===== src/logic/jtb_pkg.sv =====
// constants and types shared by the reduced test access port
`default_nettype none
package jtb_pkg;
   // ==========================================
   // instruction register
   localparam int          IR_W         = 4;
   localparam logic [3:0]  IR_BYPASS    = 4'hF;
   localparam logic [3:0]  IR_IDCODE    = 4'h1;
   localparam logic [3:0]  IR_CAPTURE   = 4'h1;   // fixed 01 in the low bits
   localparam logic [3:0]  IR_RESET     = 4'h1;   // idcode selected after reset
   // ==========================================
   // data registers
   localparam int          ID_W         = 32;
   localparam logic [31:0] ID_DEFAULT   = 32'h0000_0001;  // arbitrary neutral value
   // ==========================================
   // pad indices of the four test pins
   localparam int          PIN_N        = 4;
   localparam int          PIN_TCK      = 0;
   localparam int          PIN_TMS      = 1;
   localparam int          PIN_TDI      = 2;
   localparam int          PIN_TDO      = 3;
   localparam logic [3:0]  PIN_OE_N_RST = 4'hF;   // all pins released
   localparam logic [3:0]  PIN_OUT_RST  = 4'h0;
   // ==========================================
   // controller states, one-hot
   typedef enum logic [15:0] {
      ST_TLR  = 16'h0001, ST_RTI  = 16'h0002, ST_SELDR = 16'h0004, ST_CAPDR = 16'h0008,
      ST_SHDR = 16'h0010, ST_EX1DR = 16'h0020, ST_PSDR = 16'h0040, ST_EX2DR = 16'h0080,
      ST_UPDR = 16'h0100, ST_SELIR = 16'h0200, ST_CAPIR = 16'h0400, ST_SHIR  = 16'h0800,
      ST_EX1IR = 16'h1000, ST_PSIR = 16'h2000, ST_EX2IR = 16'h4000, ST_UPIR  = 16'h8000
   } jtb_state_e;
endpackage : jtb_pkg
`default_nettype wire


===== src/logic/jtb_sync.sv =====
// two flip-flop synchroniser for pad inputs
`timescale 1ns/1ps
`default_nettype none
module jtb_sync #(
   parameter int W = 4
) (
   input  wire logic         clk_in,
   input  wire logic         rstn_in,
   input  wire logic [W-1:0] d_in,
   output var  logic [W-1:0] q_out
);
   typedef struct packed {
      logic [W-1:0] meta;
      logic [W-1:0] stable;
   } jtb_sync_s;

   jtb_sync_s s_reg;
   jtb_sync_s s_next;

   // ==========================================
   // first stage feeds only the second
   always_comb begin
      s_next        = s_reg;
      s_next.meta   = d_in;
      s_next.stable = s_reg.meta;
      if (!rstn_in) begin
         s_next = '0;
      end
   end

   always_ff @(posedge clk_in) begin
      s_reg <= s_next;
   end

   assign q_out = s_reg.stable;
endmodule : jtb_sync
`default_nettype wire


===== src/logic/jtb_tap.sv =====
// reduced test access port with bypass and identification only
// What this block does
// - four pins, power-up reset resets controller
// - code 1111 puts one-bit bypass in chain
// - tdi held high during scan selects bypass
// - code 0001 shifts identification value out
// - tdi sampled on rising test clock
// - tdo changes on falling test clock
// - tdo released unless shifting
// - configuration can turn pins into general io
// - in test mode pin cells are closed to user logic
`timescale 1ns/1ps
`default_nettype none
module jtb_tap #(
   parameter logic [31:0] ID_VALUE = jtb_pkg::ID_DEFAULT   // arbitrary value
) (
   input  wire logic       CORE_CLK_IN,
   input  wire logic       RSTN_IN,
   input  wire logic       CFG_TEST_EN_IN,
   input  wire logic [3:0] PAD_IN,
   output var  logic [3:0] PAD_OUT,
   output var  logic [3:0] PAD_OE_N_OUT,
   input  wire logic [3:0] USER_OUT_IN,
   input  wire logic [3:0] USER_OE_N_IN,
   output var  logic [3:0] USER_IN_OUT
);
   typedef struct packed {
      jtb_pkg::jtb_state_e state;
      logic [3:0]          ir;
      logic [3:0]          ir_sh;
      logic [31:0]         dr_sh;
      logic                byp;
      logic                tck_prev;
      logic                test_en;
      logic                cfg_done;
      logic [3:0]          pad_out;
      logic [3:0]          pad_oe_n;
      logic [3:0]          user_in;
   } jtb_tap_s;

   jtb_tap_s   r_reg;
   jtb_tap_s   r_next;
   logic [3:0] pad_s;
   logic       tck_rise;
   logic       tck_fall;
   logic       tms;
   logic       tdi;
   logic       sel_id;
   logic       shifting;

   // ==========================================
   // pad synchroniser
   jtb_sync #(.W(jtb_pkg::PIN_N)) u_sync (
      .clk_in  (CORE_CLK_IN),
      .rstn_in (RSTN_IN),
      .d_in    (PAD_IN),
      .q_out   (pad_s)
   );

   // edge finding on the sampled test clock
   assign tck_rise = pad_s[jtb_pkg::PIN_TCK] & ~r_reg.tck_prev;
   assign tck_fall = ~pad_s[jtb_pkg::PIN_TCK] & r_reg.tck_prev;
   assign tms      = pad_s[jtb_pkg::PIN_TMS];
   assign tdi      = pad_s[jtb_pkg::PIN_TDI];
   assign sel_id   = (r_reg.ir == jtb_pkg::IR_IDCODE);
   assign shifting = (r_reg.state == jtb_pkg::ST_SHIR) || (r_reg.state == jtb_pkg::ST_SHDR);

   // ==========================================
   // next state of the whole port
   always_comb begin
      r_next          = r_reg;
      r_next.tck_prev = pad_s[jtb_pkg::PIN_TCK];
      // configuration taken once after reset release
      if (!r_reg.cfg_done) begin
         r_next.test_en  = CFG_TEST_EN_IN;
         r_next.cfg_done = 1'h1;
      end
      if (r_reg.test_en && tck_rise) begin
         // state advance by tms
         case (r_reg.state)
            jtb_pkg::ST_TLR:   r_next.state = tms ? jtb_pkg::ST_TLR   : jtb_pkg::ST_RTI;
            jtb_pkg::ST_RTI:   r_next.state = tms ? jtb_pkg::ST_SELDR : jtb_pkg::ST_RTI;
            jtb_pkg::ST_SELDR: r_next.state = tms ? jtb_pkg::ST_SELIR : jtb_pkg::ST_CAPDR;
            jtb_pkg::ST_CAPDR: r_next.state = tms ? jtb_pkg::ST_EX1DR : jtb_pkg::ST_SHDR;
            jtb_pkg::ST_SHDR:  r_next.state = tms ? jtb_pkg::ST_EX1DR : jtb_pkg::ST_SHDR;
            jtb_pkg::ST_EX1DR: r_next.state = tms ? jtb_pkg::ST_UPDR  : jtb_pkg::ST_PSDR;
            jtb_pkg::ST_PSDR:  r_next.state = tms ? jtb_pkg::ST_EX2DR : jtb_pkg::ST_PSDR;
            jtb_pkg::ST_EX2DR: r_next.state = tms ? jtb_pkg::ST_UPDR  : jtb_pkg::ST_SHDR;
            jtb_pkg::ST_UPDR:  r_next.state = tms ? jtb_pkg::ST_SELDR : jtb_pkg::ST_RTI;
            jtb_pkg::ST_SELIR: r_next.state = tms ? jtb_pkg::ST_TLR   : jtb_pkg::ST_CAPIR;
            jtb_pkg::ST_CAPIR: r_next.state = tms ? jtb_pkg::ST_EX1IR : jtb_pkg::ST_SHIR;
            jtb_pkg::ST_SHIR:  r_next.state = tms ? jtb_pkg::ST_EX1IR : jtb_pkg::ST_SHIR;
            jtb_pkg::ST_EX1IR: r_next.state = tms ? jtb_pkg::ST_UPIR  : jtb_pkg::ST_PSIR;
            jtb_pkg::ST_PSIR:  r_next.state = tms ? jtb_pkg::ST_EX2IR : jtb_pkg::ST_PSIR;
            jtb_pkg::ST_EX2IR: r_next.state = tms ? jtb_pkg::ST_UPIR  : jtb_pkg::ST_SHIR;
            jtb_pkg::ST_UPIR:  r_next.state = tms ? jtb_pkg::ST_SELDR : jtb_pkg::ST_RTI;
            default:           r_next.state = jtb_pkg::ST_TLR;
         endcase
         // register actions on the rising edge
         case (r_reg.state)
            jtb_pkg::ST_TLR:   r_next.ir = jtb_pkg::IR_RESET;
            jtb_pkg::ST_CAPIR: r_next.ir_sh = jtb_pkg::IR_CAPTURE;
            jtb_pkg::ST_SHIR:  r_next.ir_sh = {tdi, r_reg.ir_sh[3:1]};
            jtb_pkg::ST_UPIR:  r_next.ir = r_reg.ir_sh;
            jtb_pkg::ST_CAPDR: begin
               r_next.dr_sh = ID_VALUE;
               r_next.byp   = 1'h0;
            end
            jtb_pkg::ST_SHDR: begin
               r_next.dr_sh = {tdi, r_reg.dr_sh[31:1]};
               r_next.byp   = tdi;
            end
            default: r_next.ir = r_reg.ir;
         endcase
      end
      if (r_reg.test_en) begin
         // dedicated pins; user drive never reaches them
         r_next.pad_oe_n[2:0] = 3'h7;
         r_next.user_in       = '0;
         if (tck_fall) begin
            r_next.pad_oe_n[jtb_pkg::PIN_TDO] = ~shifting;
            if (r_reg.state == jtb_pkg::ST_SHIR) begin
               r_next.pad_out[jtb_pkg::PIN_TDO] = r_reg.ir_sh[0];
            end else if (sel_id) begin
               r_next.pad_out[jtb_pkg::PIN_TDO] = r_reg.dr_sh[0];
            end else begin
               r_next.pad_out[jtb_pkg::PIN_TDO] = r_reg.byp;
            end
         end
      end else begin
         // general io mode
         r_next.state    = jtb_pkg::ST_TLR;
         r_next.pad_out  = USER_OUT_IN;
         r_next.pad_oe_n = USER_OE_N_IN;
         r_next.user_in  = pad_s;
      end
      // power-up reset stands in for a test reset pin
      if (!RSTN_IN) begin
         r_next          = '0;
         r_next.state    = jtb_pkg::ST_TLR;
         r_next.ir       = jtb_pkg::IR_RESET;
         r_next.test_en  = 1'h1;
         r_next.pad_out  = jtb_pkg::PIN_OUT_RST;
         r_next.pad_oe_n = jtb_pkg::PIN_OE_N_RST;
      end
   end

   always_ff @(posedge CORE_CLK_IN) begin
      r_reg <= r_next;
   end

   // ==========================================
   // outputs straight from the state register
   assign PAD_OUT      = r_reg.pad_out;
   assign PAD_OE_N_OUT = r_reg.pad_oe_n;
   assign USER_IN_OUT  = r_reg.user_in;
endmodule : jtb_tap
`default_nettype wire


===== config.mk =====
export PLATFORM = sky130hd
export DESIGN_NAME = jtb_tap
export DESIGN_NICKNAME = d
export VERILOG_FILES = /design/src/logic/jtb_pkg.sv /design/src/logic/jtb_sync.sv /design/src/logic/jtb_tap.sv
export SDC_FILE = /design/constraint.sdc
export NUM_CORES = 1
export LEC_CHECK = 0
export ABC_CLOCK_PERIOD_IN_PS = 2300
export BUFFER_PORTS_ARGS = -buffer_cell sky130_fd_sc_hd__buf_4
export CORE_ASPECT_RATIO = 1.5
export CORE_MARGIN = 4
export CORE_UTILIZATION = 50
export CTS_CLUSTER_DIAMETER = 50
export DETAILED_ROUTE_END_ITERATION = 6
export PLACE_DENSITY_LB_ADDON = 0.1
export SLEW_MARGIN = 10
export SYNTH_ARGS = -nofsm -noshare
export SYNTH_HDL_FRONTEND = slang
export SYNTH_SLANG_ARGS = --single-unit

===== constraint.sdc =====
create_clock -name CORE_CLK_IN -period 2.3 [get_ports CORE_CLK_IN]
set_input_delay 0.46 -clock CORE_CLK_IN [delete_from_list [all_inputs] [get_ports CORE_CLK_IN]]
set_output_delay 0.46 -clock CORE_CLK_IN [all_outputs]
set_load 0.005 [all_outputs]

==> metrics.cfg <==
[pwr]
ir_drop_uv = 437
leakage_nw = 1.40
power.density_nw_per_um2 = 742

[clock_network]
cts_tree = yes
postCtsSetupBuffers = 0
postCtsHoldBufs = 0
cts_buffers = 9
cts_root_buffer = clkbuf_8
clkSlewWorstSetupHoldPaths_ns = 0.08
clock_path_buffers = 2
cts_max_level = 3
worstSkewPairLatency_ns = 0.34
cts_resized = 0
clock_sinks = 79

[placement]
place_congestion = 0.873
hpwl_mm = 4.63
pre_cts_slack_ns = 0.334
port-buffer-count = 26
dp_cells = 447

[setup_path]
critPathKind = flip-flop to flip-flop
start_kind = flip-flop
cpPeakStageDelay_ns = 0.43
worst-path-buf-inv = 1
crit_family = simple AND/OR/NAND/NOR gates
cp.arrival_ns = 2.21
required_ns = 2.53
path_cells = nor4_4, nand2_2, nor4_4, nand2_2, buf_4, a22oi_1, nor2b_1
path_max_fanout = 18
crit_slowest_cell = nor4_4
worstSetupEndpointType = flip-flop

[grt]
grt_pass1_vias = 2491
grt_use_total_pct = 18.4
grt_max_degree = 44
grt_overflow_total = 0
grt_pass1_wl_mm = 11.6
antenna_found_initial = 0

[synthesis]
synth-xor-area-share_pct = 1.82
ys_top_cells_by_count = dfxtp_1, nor2b_1, a22oi_1, nor2_1, nand2_1
yosys-top-cells-area = dfxtp_1, a22oi_1, nor2b_1
synthMuxAreaShare_pct = 1.19
yosysTopAreaCellShare_pct = 47.0
synth_top_area_cell = dfxtp_1
synth_fa_ha_area_share_pct = 0
synthFlopType = dfxtp_1
synth_compound_area_share_pct = 15.1
synth_edf_count = 0
yosys_warnings = 0
yosysMostFrequentCell = dfxtp_1
syn_nets = 379
synth_area_per_cell_um2 = 9.24
synth-seq-area-share_pct = 47.0
yosys.area_share.simple_pct = 28.6
netlist_area_um2 = 3360
synthDistinctLibCells = 42
async_reset_ff_share_pct = 0
synth_top_family_by_area = simple AND/OR/NAND/NOR gates
ys_ff_latch = 79
synth_cells = 364

[final_layout]
syn_to_final_growth_pct = 14.5
drive_gt1_share_pct = 18.3
insertedDiodeCount = 0
fin_nets = 397
finalNonFillerCells = 463
largest_reg_flops = 59

[detailed_routing]
ant_nets = 0
drc_errors = 0
dr.first_iter.drc_count = 137
vias = 2542
drt_wl_total_mm = 6.65
route.detailed.wl_per_inst_um = 14.4
via_per_inst = 5.49
first_pass_iters = 4

[timing]
drv_slew = 0
period_share_pct = 86.2
relSlewSlack_pct = 68.8
whs_ns = 0.293
finalCriticalPeriod_ns = 1.98
rsz0062_at_grt = no
fin_tns_setup_ns = 0
fin_skew_ns = 0.00755
setup_viol = 0
setup_ws_ns = 0.318
worstMarginPinSlew_ns = 0.464
final-hold-violation-count = 0
fmax_ghz = 0.505

[min_path]
hold_class = input pin to flip-flop

[floorplan]
rows = 36
coreArea_um2 = 6530
dieWidth_um = 75.0
ios = 27
die-area_um2 = 8130
initial_core_util_pct = 51.5
die_h_um = 108

[outcome]
status = finished clean

[run]
cap_violations = 0

==> per-stage QoR <==
step	util [%]	area, um^2	total power [mW]
4_1_cts	59.0	3850	2.89
6_report	59.0	3850	2.86
3_5_place_dp	54.8	3580	1.54
2_1_floorplan	-	3360	1.50
3_3_place_gp	54.8	3580	1.54
5_1_grt	59.0	3850	2.96
==> cells by family (layout without fill, tap and decap cells) <==
family          after synthesis  count (layout)
mux                           4               4
buf+inv                      39              62
xor+xnor                      7               7
compound gates               73              73
simple gates                162             162
flops                        79              79
==> worst reg2reg max path: cells and delay by family (launching register included) <==
family,cells,cell delay [ns]
AND/OR/NAND/NOR,5,1.06
flip-flops,1,0.40
buffers and inverters,1,0.22
AO/OA/AOI/OAI,1,0.20
==> report_power, final <==
part	total (mW)	leakage, nW	internal (mW)	switching, mW
registers	1.40	0.640	1.38	0.0147
clock network	1.35	0.134	0.863	0.487
logic	0.111	0.629	0.0585	0.0522
total	2.86	1.40	2.31	0.553
==> routing by layer <==
metal / vias to the layer above / GRT usage, % / share of wire (%)
met5: - / 0 / 0
met4: 0 / 10.9 / 4.1
met3: 22 / 3.81 / 2.9
met2: 46 / 29.0 / 50
met1: 1184 / 22.6 / 43
li1: 1290 / - / -
==> layout make-up <==
type | count | area (um^2)
fillers | 575 | 2680
clock buffers | 11 | 141
repair buffers | 43 | 323
inverters | 3 | 11.3
multi-input cells | 246 | 1570
flip-flops and latches | 79 | 1580
well taps | 76 | 95.1
clock inverters | 5 | 129
==> worst paths after layout <==
kind	depth (start not counted)	end	slack (ns)	startpoint
setup / recovery	7	r_reg[44]$_SDFFE_PN0P_	0.32	r_reg[71]$_SDFFE_PN0P_
hold / removal	2	PAD_OE_N_OUT[1]$_SDFF_PP1_	0.29	USER_OE_N_IN[1]
setup reg to reg	7	r_reg[44]$_SDFFE_PN0P_	0.32	r_reg[71]$_SDFFE_PN0P_
hold reg to reg	1	USER_IN_OUT[3]$_SDFF_PP0_	0.43	u_sync.q_out[3]$_SDFF_PN0_
==> cells in the final DEF, fill, tap and decap left out, drive strengths merged, types with 2 or more instances in the layout <==
master,synthesis,final
nand3b,3,3
and3,2,2
nor2,31,31
clkbuf,15,11
buf,21,43
o21ai,6,6
nor3,6,6
a21boi,6,6
a211oi,4,4
dfxtp,79,79
nor3b,4,4
nand2b,4,4
inv,3,3
xnor2,5,5
a22oi,34,34
nand4b,5,5
bufinv,0,4
a21oi,13,13
o211ai,3,3
nand3,8,8
nor4,9,9
mux2i,4,4
nand2,33,33
xor2,2,2
nand4,2,2
o21a,2,2
nor2b,36,36
and2,16,16
(Power assumes the default switching activity.)
